File: config.mk
export PLATFORM = sky130hd
export DESIGN_NAME = tset_top
export DESIGN_NICKNAME = d
export VERILOG_FILES = /design/src/core/tset_pkg.sv /design/src/core/tset_counter.sv /design/src/core/tset_channel.sv /design/src/core/tset_top.sv
export SDC_FILE = /design/constraint.sdc
export NUM_CORES = 1
export LEC_CHECK = 0
export ABC_AREA = 1
export BUFFER_PORTS_ARGS = -buffer_cell sky130_fd_sc_hd__buf_2
export CORE_ASPECT_RATIO = 2
export CORE_UTILIZATION = 32
export DETAILED_ROUTE_END_ITERATION = 6
export PLACE_DENSITY = 0.58
export SLEW_MARGIN = 5
export SYNTH_ARGS = -nofsm -noshare
export SYNTH_HDL_FRONTEND = slang
export SYNTH_SLANG_ARGS = --single-unit
File: constraint.sdc
create_clock -name I_CLK_SYS -period 11.33 [get_ports I_CLK_SYS]
set_input_delay 1.133 -clock I_CLK_SYS [delete_from_list [all_inputs] [get_ports I_CLK_SYS]]
set_output_delay 1.133 -clock I_CLK_SYS [all_outputs]
set_load 0.01 [all_outputs]
File: src/core/tset_pkg.sv
package tset_pkg;
   // register byte offsets
   localparam logic [7:0] OFS_CTRL = 8'h00;
   localparam logic [7:0] OFS_STAT = 8'h10;
   localparam logic [7:0] OFS_SWEVT = 8'h14;
   localparam logic [7:0] OFS_CHCTL0 = 8'h18;
   localparam logic [7:0] OFS_ARLD = 8'h2C;
   localparam logic [7:0] OFS_CNT = 8'h24;
   localparam logic [7:0] OFS_CV0 = 8'h34;
   localparam logic [7:0] OFS_CV1 = 8'h38;
   localparam logic [7:0] OFS_INTSTAT = 8'h40;
   localparam logic [7:0] OFS_INTMASK = 8'h44;
   // software event trigger bits
   localparam int BIT_UPD = 0;
   localparam int BIT_CH0 = 1;
   localparam int BIT_CH1 = 2;
   // control register fields
   localparam int CTRL_EN = 0;
   localparam int CTRL_DIR_LO = 4;
   localparam int CTRL_PSC_LO = 8;
   localparam int CTRL_REQ0 = 16;
   localparam int CTRL_REQ1 = 17;
   localparam int CTRL_DMA0 = 18;
   localparam int CTRL_DMA1 = 19;
   // channel control: bit 0 / bit 8 = input mode for channel 0 / 1
   localparam int CHC_IN0 = 0;
   localparam int CHC_IN1 = 8;
   // status bits: flag0 flag1 over0 over1 update
   localparam int ST_F0 = 0;
   localparam int ST_F1 = 1;
   localparam int ST_O0 = 2;
   localparam int ST_O1 = 3;
   localparam int ST_UPD = 4;
   localparam int NUM_ST = 5;
   localparam logic [31:0] RST_WORD = 32'h0000_0000;
   localparam logic [15:0] RST_ARLD = 16'hFFFF;
   localparam int WAIT_CYC = 1;

   typedef enum logic [1:0] {
      TSET_DIR_UP = 2'h0,
      TSET_DIR_DOWN = 2'h1,
      TSET_DIR_CENTER = 2'h2
   } tset_dir_t;

   typedef enum logic [2:0] {
      TSET_BUS_IDLE = 3'h1,
      TSET_BUS_WAIT = 3'h2,
      TSET_BUS_DONE = 3'h4
   } tset_bus_state_t;

   typedef struct packed {
      logic upd;
      logic ch0;
      logic ch1;
   } tset_trig_t;

   typedef struct packed {
      logic read;
      logic write;
      logic [7:0] address;
      logic [31:0] writedata;
   } tset_req_t;
endpackage

File: src/core/tset_counter.sv
`timescale 1ns/10ps
// counter with prescaler; software update reinitialises both
module tset_counter (
   // clock and reset
   input wire logic i_clk,
   input wire logic i_rst,
   // control
   input wire logic i_en,
   input wire tset_pkg::tset_dir_t i_dir,
   input wire logic [15:0] i_psc,
   input wire logic [15:0] i_arld,
   input wire logic i_upd,
   // state
   output logic [15:0] o_cnt,
   output logic [15:0] o_psc_cnt
);
   logic [15:0] cnt_d, cnt_q, psc_d, psc_q;
   logic down_d, down_q;

   always_comb begin
      cnt_d = cnt_q;
      psc_d = psc_q;
      down_d = down_q;
      if (i_upd) begin
         psc_d = 16'h0000;
         if (i_dir == tset_pkg::TSET_DIR_DOWN) begin
            cnt_d = i_arld;
            down_d = 1'b1;
         end else begin
            cnt_d = 16'h0000;
            down_d = 1'b0;
         end
      end else if (i_en) begin
         if (psc_q >= i_psc) begin
            psc_d = 16'h0000;
            case (i_dir)
               tset_pkg::TSET_DIR_UP: begin
                  cnt_d = (cnt_q >= i_arld) ? 16'h0000 : 16'(cnt_q + 16'h0001);
               end
               tset_pkg::TSET_DIR_DOWN: begin
                  cnt_d = (cnt_q == 16'h0000) ? i_arld : 16'(cnt_q - 16'h0001);
               end
               default: begin
                  if (!down_q) begin
                     if (cnt_q >= i_arld) begin
                        down_d = 1'b1;
                        cnt_d = 16'(cnt_q - 16'h0001);
                     end else begin
                        cnt_d = 16'(cnt_q + 16'h0001);
                     end
                  end else begin
                     if (cnt_q <= 16'h0001) begin
                        down_d = 1'b0;
                     end
                     cnt_d = (cnt_q == 16'h0000) ? 16'h0001 : 16'(cnt_q - 16'h0001);
                  end
               end
            endcase
         end else begin
            psc_d = 16'(psc_q + 16'h0001);
         end
      end
   end

   always_ff @(posedge i_clk or posedge i_rst) begin
      if (i_rst) begin
         cnt_q <= 16'h0000;
         psc_q <= 16'h0000;
         down_q <= 1'b0;
      end else begin
         cnt_q <= cnt_d;
         psc_q <= psc_d;
         down_q <= down_d;
      end
   end

   assign o_cnt = cnt_q;
   assign o_psc_cnt = psc_q;

   upd_clear_a: assert property (@(posedge i_clk) disable iff (i_rst)
      i_upd |=> o_psc_cnt == 16'h0000) else $error("prescaler not cleared by update");
   upd_down_a: assert property (@(posedge i_clk) disable iff (i_rst)
      i_upd && i_dir == tset_pkg::TSET_DIR_DOWN |=> o_cnt == $past(i_arld))
      else $error("down update did not load reload");
   upd_up_a: assert property (@(posedge i_clk) disable iff (i_rst)
      i_upd && i_dir != tset_pkg::TSET_DIR_DOWN |=> o_cnt == 16'h0000)
      else $error("up update did not clear counter");
endmodule // tset_counter

File: src/core/tset_channel.sv
`timescale 1ns/10ps
// one capture channel: forced event, capture value, overcapture
module tset_channel (
   // clock and reset
   input wire logic i_clk,
   input wire logic i_rst,
   // control
   input wire logic i_gen,
   input wire logic i_input_mode,
   input wire logic [15:0] i_cnt,
   input wire logic i_flag_clr,
   input wire logic i_over_clr,
   // state
   output logic o_flag,
   output logic o_over,
   output logic o_evt,
   output logic [15:0] o_cv
);
   logic flag_d, flag_q, over_d, over_q;
   logic [15:0] cv_d, cv_q;

   always_comb begin
      flag_d = flag_q;
      over_d = over_q;
      cv_d = cv_q;
      if (i_flag_clr) begin
         flag_d = 1'b0;
      end
      if (i_over_clr) begin
         over_d = 1'b0;
      end
      // set wins over a clear in the same cycle
      if (i_gen) begin
         flag_d = 1'b1;
         if (i_input_mode) begin
            cv_d = i_cnt;
            if (flag_q) begin
               over_d = 1'b1;
            end
         end
      end
   end

   always_ff @(posedge i_clk or posedge i_rst) begin
      if (i_rst) begin
         flag_q <= 1'b0;
         over_q <= 1'b0;
         cv_q <= 16'h0000;
      end else begin
         flag_q <= flag_d;
         over_q <= over_d;
         cv_q <= cv_d;
      end
   end

   assign o_flag = flag_q;
   assign o_over = over_q;
   assign o_evt = i_gen;
   assign o_cv = cv_q;

   cap_value_a: assert property (@(posedge i_clk) disable iff (i_rst)
      i_gen && i_input_mode |=> o_cv == $past(i_cnt)) else $error("capture value wrong");
   over_set_a: assert property (@(posedge i_clk) disable iff (i_rst)
      i_gen && i_input_mode && o_flag |=> o_over) else $error("overcapture not flagged");
   over_hold_a: assert property (@(posedge i_clk) disable iff (i_rst)
      !o_over && !(i_gen && i_input_mode) |=> !o_over) else $error("spurious overcapture");
endmodule // tset_channel

File: src/core/tset_top.sv
`timescale 1ns/10ps
module tset_top (
   // clock and reset
   input wire logic I_CLK_SYS,
   input wire logic I_RST,
   // avalon-mm slave
   input wire logic [7:0] I_ADDRESS,
   input wire logic I_READ,
   input wire logic I_WRITE,
   input wire logic [3:0] I_BYTEENABLE,
   input wire logic [31:0] I_WRITEDATA,
   output logic [31:0] O_READDATA,
   output logic O_WAITREQUEST,
   output logic [1:0] O_RESPONSE,
   // requests
   output logic O_IRQ,
   output logic O_DMA_REQ0,
   output logic O_DMA_REQ1,
   // state
   output logic O_CH0_EVT,
   output logic O_CH1_EVT,
   output logic O_UPD_EVT
);
   tset_pkg::tset_bus_state_t st_d, st_q;
   tset_pkg::tset_req_t req;
   tset_pkg::tset_trig_t trig_d, trig_q;
   logic [31:0] ctrl_d, ctrl_q, chctl0_d, chctl0_q, rdata_d, rdata_q;
   logic [15:0] arld_d, arld_q;
   logic [tset_pkg::NUM_ST-1:0] ist_d, ist_q, imask_d, imask_q, ev_vec;
   logic [1:0] resp_d, resp_q;
   logic [1:0] dma_d, dma_q;
   logic [15:0] cnt, psc_cnt, cv0, cv1;
   logic flag0, flag1, over0, over1, evt0, evt1;
   logic wr_acc, rd_acc, hit, full_word;
   logic clr_f0, clr_f1, clr_o0, clr_o1;
   logic [31:0] status_word;

   assign req = '{read: I_READ, write: I_WRITE, address: I_ADDRESS, writedata: I_WRITEDATA};
   // access completes in TSET_BUS_WAIT: two waitrequest cycles (IDLE and WAIT)
   assign wr_acc = (st_q == tset_pkg::TSET_BUS_WAIT) && req.write;
   assign rd_acc = (st_q == tset_pkg::TSET_BUS_WAIT) && req.read;
   assign full_word = (I_BYTEENABLE == 4'hF);

   always_comb begin
      hit = 1'b1;
      case (req.address)
         tset_pkg::OFS_CTRL, tset_pkg::OFS_STAT, tset_pkg::OFS_SWEVT, tset_pkg::OFS_CHCTL0,
         tset_pkg::OFS_ARLD, tset_pkg::OFS_CNT, tset_pkg::OFS_CV0, tset_pkg::OFS_CV1,
         tset_pkg::OFS_INTSTAT, tset_pkg::OFS_INTMASK: begin
            hit = 1'b1;
         end
         default: begin
            hit = 1'b0;
         end
      endcase
   end

   assign status_word = {27'h0000000, ist_q[tset_pkg::ST_UPD], over1, over0, flag1, flag0};

   // bus handshake
   always_comb begin
      st_d = st_q;
      resp_d = resp_q;
      rdata_d = rdata_q;
      case (st_q)
         tset_pkg::TSET_BUS_IDLE: begin
            if (req.read || req.write) begin
               st_d = tset_pkg::TSET_BUS_WAIT;
            end
         end
         tset_pkg::TSET_BUS_WAIT: begin
            st_d = tset_pkg::TSET_BUS_DONE;
            // partial writes to channel control 0 are refused
            resp_d = (!hit || (req.write && req.address == tset_pkg::OFS_CHCTL0 && !full_word))
               ? 2'h2 : 2'h0;
            rdata_d = 32'h0000_0000;
            if (req.read) begin
               case (req.address)
                  tset_pkg::OFS_CTRL: rdata_d = ctrl_q;
                  tset_pkg::OFS_STAT: rdata_d = status_word;
                  tset_pkg::OFS_SWEVT: rdata_d = 32'h0000_0000;
                  tset_pkg::OFS_CHCTL0: rdata_d = chctl0_q;
                  tset_pkg::OFS_ARLD: rdata_d = {16'h0000, arld_q};
                  tset_pkg::OFS_CNT: rdata_d = {16'h0000, cnt};
                  tset_pkg::OFS_CV0: rdata_d = {16'h0000, cv0};
                  tset_pkg::OFS_CV1: rdata_d = {16'h0000, cv1};
                  tset_pkg::OFS_INTSTAT: rdata_d = {27'h0000000, ist_q};
                  tset_pkg::OFS_INTMASK: rdata_d = {27'h0000000, imask_q};
                  default: rdata_d = 32'h0000_0000;
               endcase
            end
         end
         tset_pkg::TSET_BUS_DONE: begin
            st_d = tset_pkg::TSET_BUS_IDLE;
         end
         default: begin
            st_d = tset_pkg::TSET_BUS_IDLE;
         end
      endcase
   end

   always_ff @(posedge I_CLK_SYS or posedge I_RST) begin
      if (I_RST) begin
         st_q <= tset_pkg::TSET_BUS_IDLE;
         resp_q <= 2'h0;
         rdata_q <= tset_pkg::RST_WORD;
      end else begin
         st_q <= st_d;
         resp_q <= resp_d;
         rdata_q <= rdata_d;
      end
   end

   assign O_WAITREQUEST = (req.read || req.write) && (st_q != tset_pkg::TSET_BUS_DONE);
   assign O_READDATA = rdata_q;
   assign O_RESPONSE = resp_q;

   // configuration registers and one-shot trigger bits
   always_comb begin
      ctrl_d = ctrl_q;
      chctl0_d = chctl0_q;
      arld_d = arld_q;
      imask_d = imask_q;
      // triggers last one cycle then return to zero
      trig_d = '{upd: 1'b0, ch0: 1'b0, ch1: 1'b0};
      if (wr_acc) begin
         case (req.address)
            tset_pkg::OFS_CTRL: ctrl_d = req.writedata;
            tset_pkg::OFS_CHCTL0: begin
               if (full_word) begin
                  chctl0_d = req.writedata;
               end
            end
            tset_pkg::OFS_ARLD: arld_d = req.writedata[15:0];
            tset_pkg::OFS_INTMASK: imask_d = req.writedata[tset_pkg::NUM_ST-1:0];
            tset_pkg::OFS_SWEVT: begin
               // a zero bit fires nothing
               trig_d.upd = req.writedata[tset_pkg::BIT_UPD];
               trig_d.ch0 = req.writedata[tset_pkg::BIT_CH0];
               trig_d.ch1 = req.writedata[tset_pkg::BIT_CH1];
            end
            default: begin
            end
         endcase
      end
   end

   always_ff @(posedge I_CLK_SYS or posedge I_RST) begin
      if (I_RST) begin
         ctrl_q <= tset_pkg::RST_WORD;
         chctl0_q <= tset_pkg::RST_WORD;
         arld_q <= tset_pkg::RST_ARLD;
         imask_q <= '0;
         trig_q <= '{upd: 1'b0, ch0: 1'b0, ch1: 1'b0};
      end else begin
         ctrl_q <= ctrl_d;
         chctl0_q <= chctl0_d;
         arld_q <= arld_d;
         imask_q <= imask_d;
         trig_q <= trig_d;
      end
   end

   // reading the flag status clears flags and overcapture bits
   assign clr_f0 = rd_acc && req.address == tset_pkg::OFS_STAT && flag0;
   assign clr_f1 = rd_acc && req.address == tset_pkg::OFS_STAT && flag1;
   assign clr_o0 = rd_acc && req.address == tset_pkg::OFS_STAT && over0;
   assign clr_o1 = rd_acc && req.address == tset_pkg::OFS_STAT && over1;

   tset_counter u_counter (
      .i_clk(I_CLK_SYS),
      .i_rst(I_RST),
      .i_en(ctrl_q[tset_pkg::CTRL_EN]),
      .i_dir(tset_pkg::tset_dir_t'(ctrl_q[tset_pkg::CTRL_DIR_LO +: 2])),
      .i_psc(ctrl_q[tset_pkg::CTRL_PSC_LO +: 8] == 8'h00 ? 16'h0000 : {8'h00, ctrl_q[tset_pkg::CTRL_PSC_LO +: 8]}),
      .i_arld(arld_q),
      .i_upd(trig_q.upd),
      .o_cnt(cnt),
      .o_psc_cnt(psc_cnt)
   );

   tset_channel u_ch0 (
      .i_clk(I_CLK_SYS),
      .i_rst(I_RST),
      .i_gen(trig_q.ch0),
      .i_input_mode(chctl0_q[tset_pkg::CHC_IN0]),
      .i_cnt(cnt),
      .i_flag_clr(clr_f0),
      .i_over_clr(clr_o0),
      .o_flag(flag0),
      .o_over(over0),
      .o_evt(evt0),
      .o_cv(cv0)
   );

   tset_channel u_ch1 (
      .i_clk(I_CLK_SYS),
      .i_rst(I_RST),
      .i_gen(trig_q.ch1),
      .i_input_mode(chctl0_q[tset_pkg::CHC_IN1]),
      .i_cnt(cnt),
      .i_flag_clr(clr_f1),
      .i_over_clr(clr_o1),
      .o_flag(flag1),
      .o_over(over1),
      .o_evt(evt1),
      .o_cv(cv1)
   );

   // sticky interrupt status, cleared by reading it; set wins
   // overcapture enters as an event, not a level, so a status read can clear it
   assign ev_vec = {trig_q.upd, evt1 & chctl0_q[tset_pkg::CHC_IN1] & flag1,
      evt0 & chctl0_q[tset_pkg::CHC_IN0] & flag0, evt1, evt0};

   always_comb begin
      ist_d = ist_q;
      dma_d = 2'h0;
      if (rd_acc && req.address == tset_pkg::OFS_INTSTAT) begin
         ist_d = '0;
      end
      ist_d = ist_d | ev_vec;
      // dma request pulses one cycle after the forced event
      dma_d[0] = evt0 && ctrl_q[tset_pkg::CTRL_DMA0];
      dma_d[1] = evt1 && ctrl_q[tset_pkg::CTRL_DMA1];
   end

   always_ff @(posedge I_CLK_SYS or posedge I_RST) begin
      if (I_RST) begin
         ist_q <= '0;
         dma_q <= 2'h0;
      end else begin
         ist_q <= ist_d;
         dma_q <= dma_d;
      end
   end

   // flag interrupt for a channel also needs its request enable; overcapture does not
   assign O_IRQ = |(ist_q & imask_q & {3'h7, ctrl_q[tset_pkg::CTRL_REQ1], ctrl_q[tset_pkg::CTRL_REQ0]});
   assign O_DMA_REQ0 = dma_q[0];
   assign O_DMA_REQ1 = dma_q[1];
   assign O_CH0_EVT = trig_q.ch0;
   assign O_CH1_EVT = trig_q.ch1;
   assign O_UPD_EVT = trig_q.upd;

   trig_selfclr_a: assert property (@(posedge I_CLK_SYS) disable iff (I_RST)
      trig_q.ch0 |=> !trig_q.ch0 || $past(wr_acc)) else $error("channel 0 trigger not self-cleared");
   upd_selfclr_a: assert property (@(posedge I_CLK_SYS) disable iff (I_RST)
      trig_q.upd |=> !trig_q.upd || $past(wr_acc)) else $error("update trigger not self-cleared");
   ch1_selfclr_a: assert property (@(posedge I_CLK_SYS) disable iff (I_RST)
      trig_q.ch1 |=> !trig_q.ch1)
      else $error("channel 1 trigger not self-cleared");
   flag_set_a: assert property (@(posedge I_CLK_SYS) disable iff (I_RST)
      trig_q.ch0 |=> flag0 && ist_q[tset_pkg::ST_F0]) else $error("channel 0 flag not set");
   ch1_flag_a: assert property (@(posedge I_CLK_SYS) disable iff (I_RST)
      trig_q.ch1 |=> flag1) else $error("channel 1 flag not set");
   zero_write_a: assert property (@(posedge I_CLK_SYS) disable iff (I_RST)
      wr_acc && req.address == tset_pkg::OFS_SWEVT && !req.writedata[tset_pkg::BIT_CH0] |=> !trig_q.ch0)
      else $error("zero write fired channel 0");
   zero_upd_a: assert property (@(posedge I_CLK_SYS) disable iff (I_RST)
      wr_acc && req.address == tset_pkg::OFS_SWEVT && !req.writedata[tset_pkg::BIT_UPD] |=> !trig_q.upd)
      else $error("zero write fired update");
   zero_ch1_a: assert property (@(posedge I_CLK_SYS) disable iff (I_RST)
      wr_acc && req.address == tset_pkg::OFS_SWEVT && !req.writedata[tset_pkg::BIT_CH1] |=> !trig_q.ch1)
      else $error("zero write fired channel 1");
   trig_map_a: assert property (@(posedge I_CLK_SYS) disable iff (I_RST)
      wr_acc && req.address == tset_pkg::OFS_SWEVT && req.writedata[tset_pkg::BIT_UPD]
      |=> trig_q.upd ##1 psc_cnt == 16'h0000)
      else $error("update trigger bit not mapped");
   ch0_map_a: assert property (@(posedge I_CLK_SYS) disable iff (I_RST)
      wr_acc && req.address == tset_pkg::OFS_SWEVT && req.writedata[tset_pkg::BIT_CH0] |=> trig_q.ch0)
      else $error("channel 0 trigger bit not mapped");
   ch1_map_a: assert property (@(posedge I_CLK_SYS) disable iff (I_RST)
      wr_acc && req.address == tset_pkg::OFS_SWEVT && req.writedata[tset_pkg::BIT_CH1] |=> trig_q.ch1)
      else $error("channel 1 trigger bit not mapped");
   dma0_pulse_a: assert property (@(posedge I_CLK_SYS) disable iff (I_RST)
      trig_q.ch0 && ctrl_q[tset_pkg::CTRL_DMA0] |=> O_DMA_REQ0)
      else $error("channel 0 dma request missing");
   dma1_pulse_a: assert property (@(posedge I_CLK_SYS) disable iff (I_RST)
      trig_q.ch1 && ctrl_q[tset_pkg::CTRL_DMA1] |=> O_DMA_REQ1)
      else $error("channel 1 dma request missing");
   irq_raise_a: assert property (@(posedge I_CLK_SYS) disable iff (I_RST)
      ist_q[tset_pkg::ST_F0] && imask_q[tset_pkg::ST_F0] && ctrl_q[tset_pkg::CTRL_REQ0] |-> O_IRQ)
      else $error("enabled channel 0 interrupt not raised");
   irq_quiet_a: assert property (@(posedge I_CLK_SYS) disable iff (I_RST)
      ist_q == '0 |-> !O_IRQ)
      else $error("interrupt raised without status");
   over_status_a: assert property (@(posedge I_CLK_SYS) disable iff (I_RST)
      trig_q.ch0 && chctl0_q[tset_pkg::CHC_IN0] && flag0 |=> over0 && ist_q[tset_pkg::ST_O0])
      else $error("overcapture status not set");
   ch1_capture_a: assert property (@(posedge I_CLK_SYS) disable iff (I_RST)
      trig_q.ch1 && chctl0_q[tset_pkg::CHC_IN1] |=> cv1 == $past(cnt))
      else $error("channel 1 capture value wrong");
   part_refuse_a: assert property (@(posedge I_CLK_SYS) disable iff (I_RST)
      wr_acc && req.address == tset_pkg::OFS_CHCTL0 && !full_word |=> O_RESPONSE == 2'h2 && $stable(chctl0_q))
      else $error("partial channel control write not refused");
endmodule // tset_top

==> summary.md, run 1 <==
| Metric | Value |
|---|---|
| DRT Pass-1 Iters | 5 |
| H-tree depth | 4 |
| Hold_buf cts | 0 |
| Core footprint | 0.0336 mm2 |
| Reg2reg setup slack | 7.83 ns |
| Status | completed |
| Post-route cell area | 0.0123 mm2 |
| Slew headroom | 27.0% |
| Final HPWL DP | 24,800 um |
| CP cell instances | inv_1 > ha_1 > nand4_1 > nor2_1 > nand2_1 > nand2_1 > inv_1 > nand3_1 > nand2_1 > nand2_1 > o21ai_0 > nand2_1 > o21ai_0 |
| Area grow syn2layout | 12.4% |
| Die Span Y | 263 um |
| Inst Count DP | 1,860 |
| Max-slew violation count | 0 |
| Final ANT Viol Nets | 0 |
| RR Startpoint | arld_q[15] |
| Input/output buffers | 87 |
| Die W | 133 um |
| CP Depth | 13 |
| Mapped Cells | 1,391 |
| Slew of the pin with the lowest slew margin | 1.09 ns |
| Synth Warn # | 0 |
| Total CTS buffers | 17 |
| Total GRT Usage | 20.3% |
| Initial DRC Count | 642 |
| Seq. cell area | 0.00503 mm2 |
| Max cap viols | 0 |
| First-pass GRT wire length | 54,200 um |
| CTS tree | yes |
| Crit end category | register |
| PD cells | 188 mW/mm2 |
| Synth Cell Area | 0.0109 mm2 |
| Average wire per standard cell | 18.0 um |
| Final cell utilization of the core | 36.5% |
| Fillers | 3,515 |
| Vias in the first global route | 9,860 |
| Via count | 9,787 |
| Worst min-delay path class | reg2reg |
| Root buf cell | clkbuf_16 |
| WP data arrival | 3.80 ns |
| Average vias per placed instance | 5.17 |
| Maximum VDD drop | 0.107 mV |
| Final setup TNS | 0 ns |
| CP bufs+invs | 2 |
| Post-synth top flop | dfrtp_1 |
| Critical Path Source | arld_q[15] |
| Layout net count | 1,520 |
| Area occupied by multi-input gates | 0.00495 mm2 |
| Site Rows | 95 |
| WP data required | 11.62 ns |
| Setup crit end | u_counter.o_cnt[0] |
| RSZ-0062 raised after global routing | false |
| Ant. Diodes | 0 |
| Startpoint Class | register |
| CP max FO | 13 |
| Final WL | 34,000 um |
| Die area | 0.0349 mm2 |
| GRT Residual Overflow | 0 |
| Non-filler cells in the finished layout | 1,892 |
| DRC Markers | 0 |
| Synth Area per Inst | 7.85 um2 |
| R2r worst-path depth | 13 |
| # setup viols final | 0 |
| Largest net degree at the start of global routing | 135 |
| Hold WS | 0.472 ns |
| RR Endpoint | u_counter.o_cnt[0] |
| Post-CTS sizing | 0 |
| Worst Skew | 0.0111 ns |
| Clk sinks | 200 |
| Final period util | 30.9% |
| CP delay by family, top | simple AND/OR/NAND/NOR gates |
| Cell repeated most along the worst path | nand2_1 |
| DP Area | 0.0117 mm2 |
| Initial antenna violation count | 0 |
| Clk buf depth | 2 |
| Share of cells above drive strength 1 | 13.5% |
| EDFF count, synth | 0 |
| CTS clk-pin slew, worst paths | 0.08 ns |
| Largest stage delay on the critical path | 0.56 ns |
| FFs w/ async S/R, synth | 100% |
| Worst skew pair latency | 0.45 ns |
| # IOs | 89 |
| Period minus WS final | 3.50 ns |
| Critical path's slowest cell | dfstp_2 |
| Gpl congestion | 0.952 |
| WS Path Type | reg2reg |
| Post-CTS Setup Bufs | 0 |
| Leak pwr | 6.03 nW |
| Final count of hold timing violations | 0 |
| Starting density of the core | 32.5% |
| Seq cells post-synth | 200 |
| Share of the yosys chip area belonging to registers | 46.0% |
| Syn nets | 1,468 |
| FMAX | 0.285 GHz |
| Netlist cell types | 43 |
final cells by class:
class | instances | area share, %
multi-input combinational | 960 | 40.3
inverter | 165 | 5.12
clock inverter | 14 | 1.37
timing repair buffer | 99 | 4.28
tap | 436 | 4.44
clock buffer | 18 | 3.50
sequential | 200 | 40.9
per-stage QoR:
stage	worst slack (ns)	total power [mW]
global placement	7.83	1.68
detailed placement	7.80	1.69
finish	7.83	2.31
CTS	7.86	2.31
global route	7.59	2.45
floorplan	4.77	1.45
how the worst min path moves through the flow:
stage / startpoint / end / slack, ns / cells after the start
finish: st_q[1] / st_q[1] / 0.47 / 1
global route: O_READDATA[5] / O_READDATA[5] / 0.50 / 2
CTS: st_q[1] / st_q[1] / 0.47 / 1
detailed placement: st_q[1] / st_q[1] / 0.46 / 1
global placement: st_q[1] / st_q[1] / 0.43 / 1
floorplan: st_q[1] / st_q[1] / 0.42 / 1
where the power goes:
part	internal, mW	switching (mW)	leakage (nW)
registers	0.750	0.0799	2.67
logic	0.252	0.607	3.07
clock network	0.314	0.302	0.285
total	1.32	0.989	6.03
Yosys cell counts, types with 2 or more instances:
master	instances	share of area, %
nor2_4	3	0.31
clkbuf_1	31	1.1
nand2_2	6	0.34
o22ai_1	17	0.97
clkinv_1	2	0.069
ha_1	29	3.3
nand3_2	3	0.27
buf_4	4	0.27
o21ai_1	52	2.4
a31oi_1	4	0.23
nor3_2	6	0.55
dfrtp_1	183	42
o21ai_0	111	5.1
nand4_1	18	1.0
inv_1	148	5.1
nand3_1	99	4.5
nor3_4	4	0.60
nor3_1	11	0.50
xor2_1	23	1.8
o2111ai_1	9	0.72
a21oi_1	68	3.1
nor4_1	2	0.11
dfstp_2	17	4.1
nor2_1	83	2.9
buf_2	25	1.1
buf_6	5	0.52
nor2_2	7	0.40
nand2_1	357	12
o211ai_1	2	0.14
inv_2	14	0.48
a22o_1	36	2.9
kinds of logic after synthesis:
kind of cell / after synthesis / share of synthesized area, %
buffers and inverters: 231 / 8.72
other: 1 / 0.0343
AO/OA/AOI/OAI: 304 / 15.9
adder cells (fa/ha/maj): 29 / 3.32
XOR/XNOR: 24 / 1.92
flip-flops: 200 / 46.0
AND/OR/NAND/NOR: 602 / 24.1
registers in the layout (all words and copies together) (netlist names), 3 cells and up:
signal,count
O_READDATA,32
arld_q,16
chctl0_q,32
ctrl_q,32
imask_q,5
ist_q,5
st_q,3
u_ch0.o_cv,16
u_ch1.o_cv,16
u_counter.o_cnt,16
u_counter.o_psc_cnt,16
placed cells by master (no fill, tap or decap), types with 18 or more instances in the layout:
master     n
nand2_1  356
dfrtp_1  183
inv_1    147
o21ai_0  111
nand3_1   99
buf_2     87
nor2_1    83
a21oi_1   68
o21ai_1   51
a22o_1    36
ha_1      29
xor2_1    23
nand4_1   18
metal layers:
metal	share of wire, %	routed length (um)	GRT usage, %
met1	38	12800	21.6
met3	3.9	1310	2.27
met4	6.2	2110	12.7
met2	52	17800	37.5
met5	0	0	0
Power figures use the tool's default switching activity.
==> run 2, diff against run 1 <==
--- a/config.mk
+++ b/config.mk
@@ -10,7 +10,7 @@
 export CORE_ASPECT_RATIO = 2
 export CORE_UTILIZATION = 32
 export DETAILED_ROUTE_END_ITERATION = 6
-export PLACE_DENSITY = 0.58
+export PLACE_DENSITY = 0.6
 export SLEW_MARGIN = 5
 export SYNTH_ARGS = -nofsm -noshare
 export SYNTH_HDL_FRONTEND = slang
==> constraint.sdc (replaced) <==
create_clock -name I_CLK_SYS -period 2.9 [get_ports I_CLK_SYS]
set_input_delay 0.29 -clock I_CLK_SYS [delete_from_list [all_inputs] [get_ports I_CLK_SYS]]
set_output_delay 0.29 -clock I_CLK_SYS [all_outputs]
set_load 0.01 [all_outputs]
==> summary.md, run 2 (synthesis results as in run 1) <==
| Metric | Value |
|---|---|
| Status | finished with violations |
| Failing checks | hold timing |
| Total GRT Usage | 20.2% (about the same) |
| Final HPWL DP | 26,300 um (+5.9%) |
| Most common cell after layout, fill and taps aside | nand2_1 |
| Inst Count DP | 1,892 (+1.7%) |
| RSZ-0062 raised after global routing | false |
| Final setup TNS | 0 ns (unchanged) |
| Post-CTS sizing | 0 (unchanged) |
| Input/output buffers | 87 (unchanged) |
| Critical Path Source | arld_q[7] |
| DRC Markers | 0 (unchanged) |
| Core footprint | 0.0336 mm2 (unchanged) |
| Pre-CTS setup slack | 0.299 ns (-7.50 ns) |
| Area grow syn2layout | 15.2% |
| Max cap viols | 0 (unchanged) |
| GRT Residual Overflow | 0 (unchanged) |
| Via count | 9,934 (+1.5%) |
| H-tree depth | 4 (unchanged) |
| Worst Skew | 0.0173 ns (+0.00616 ns) |
| R2r worst-path depth | 18 (+5) |
| Initial DRC Count | 680 (+5.9%) |
| Ant. Diodes | 0 (unchanged) |
| Final count of hold timing violations | 22 (+22) |
| # setup viols final | 0 (unchanged) |
| Slew of the pin with the lowest slew margin | 1.14 ns (+0.0463 ns) |
| RR Endpoint | u_counter.o_cnt[15] |
| CTS tree | yes |
| CP max FO | 13 (unchanged) |
| Hold_buf cts | 0 (unchanged) |
| Post-route cell area | 0.0126 mm2 (+2.6%) |
| Worst skew pair latency | 0.46 ns (about the same) |
| RR Startpoint | arld_q[7] |
| Clk buf depth | 2 (unchanged) |
| CTS clk-pin slew, worst paths | 0.09 ns (about the same) |
| Most frequent cells in the layout | 356 x nand2_1, 183 x dfrtp_1, 147 x inv_1 |
| Reg2reg setup slack | 0.27 ns (-7.56 ns) |
| Hold WS | -0.0230 ns (-0.495 ns) |
| Period minus WS final | 2.63 ns (-0.871 ns) |
| Final WL | 34,700 um (+2.0%) |
| Crit end category | register |
| Gpl congestion | 0.988 (+3.8%) |
| Initial antenna violation count | 0 (unchanged) |
| Layout net count | 1,552 (+2.1%) |
| Total CTS buffers | 17 (unchanged) |
| Die area | 0.0349 mm2 (unchanged) |
| Average vias per placed instance | 5.16 (-0.19%) |
| Largest net degree at the start of global routing | 117 (-13%) |
| Leak pwr | 6.22 nW (+3.2%) |
| PD cells | 758 mW/mm2 (+300%) |
| WS Path Type | reg2reg |
| Startpoint Class | register |
| Vias in the first global route | 9,863 (+0.030%) |
| # IOs | 89 (unchanged) |
| Starting density of the core | 32.5% (unchanged) |
| Final period util | 90.8% (+60 points) |
| Clk sinks | 200 (unchanged) |
| FMAX | 0.380 GHz (+33%) |
| Final ANT Viol Nets | 0 (unchanged) |
| Non-filler cells in the finished layout | 1,924 (+1.7%) |
| Die W | 133 um (unchanged) |
| WP data required | 3.28 ns (-8.34 ns) |
| WP data arrival | 3.01 ns (-0.79 ns) |
| Site Rows | 95 (unchanged) |
| Final setup margin | 0.267 ns (-7.56 ns) |
| DP Area | 0.0119 mm2 (+2.3%) |
| Average wire per standard cell | 18.0 um (+0.31%) |
| First-pass GRT wire length | 54,300 um (+0.14%) |
| Root buf cell | clkbuf_16 |
| Worst min-delay path class | in2async |
| DRT Pass-1 Iters | 5 (unchanged) |
| Share of cells above drive strength 1 | 15.3% (+1.9 points) |
| Die Span Y | 263 um (unchanged) |
| Post-CTS Setup Bufs | 0 (unchanged) |
| Max-slew violation count | 0 (unchanged) |
| Slew headroom | 24.0% (-3.0 points) |
| Maximum VDD drop | 0.363 mV (+240%) |
-- run 2: power by group --
group	total (mW)	switching (mW)	internal, mW
Combinational	3.86	2.61	1.24
Clock	2.60	1.31	1.29
Sequential	3.09	0.157	2.93
Total	9.55	4.08	5.47
-- run 2: critical path, cell delays in order, from the launching register on --
cell and delay [ns]:
dfstp_2 0.57, inv_1 0.09, ha_1 0.32, nand2_1 0.06, inv_1 0.04, nand2_1 0.06, nand2_1 0.04, nor2_1 0.10
nand2_1 0.17, nand2_1 0.23, nand2_1 0.12, inv_1 0.07, buf_4 0.21, nand2_1 0.09, nor2_1 0.09, nor2_1 0.04
nand2_1 0.06, nand2_1 0.04, a21oi_1 0.11
-- run 2: final cells by class --
class | instances | area [um2]
clock buffers | 17 | 425
well taps | 436 | 546
repair buffers | 131 | 791
inverters | 165 | 624
fillers | 3476 | 21000
flip-flops and latches | 200 | 5030
clock inverters | 15 | 223
multi-input cells | 960 | 4950
-- run 2: layer usage --
layer	share of wire (%)	vias to the layer above	global-route usage, %
li1	-	4742	-
met1	37	4796	21.2
met2	55	302	38.4
met3	3.1	94	2.20
met4	4.9	0	11.7
met5	0	-	0
-- run 2: worst max path at each step --
stage	end	slack (ns)
floorplan	O_CH0_EVT	0.04
finish	u_counter.o_cnt[15]	0.27
CTS	u_counter.o_cnt[15]	0.27
detailed placement	u_counter.o_cnt[15]	0.30
global route	u_counter.o_cnt[15]	0.04
global placement	u_counter.o_cnt[15]	0.31
-- run 2: metrics by stage --
stage                     hold WS [ns]  util [%]  power [mW]
after floorplan                  0.421         -        5.67
after global placement           0.429      35.5        6.93
after detailed placement         0.439      35.5        6.93
after CTS                    0.0000150      37.4        9.54
after global routing            0.0191      37.4        10.1
final                          -0.0230      37.4        9.55
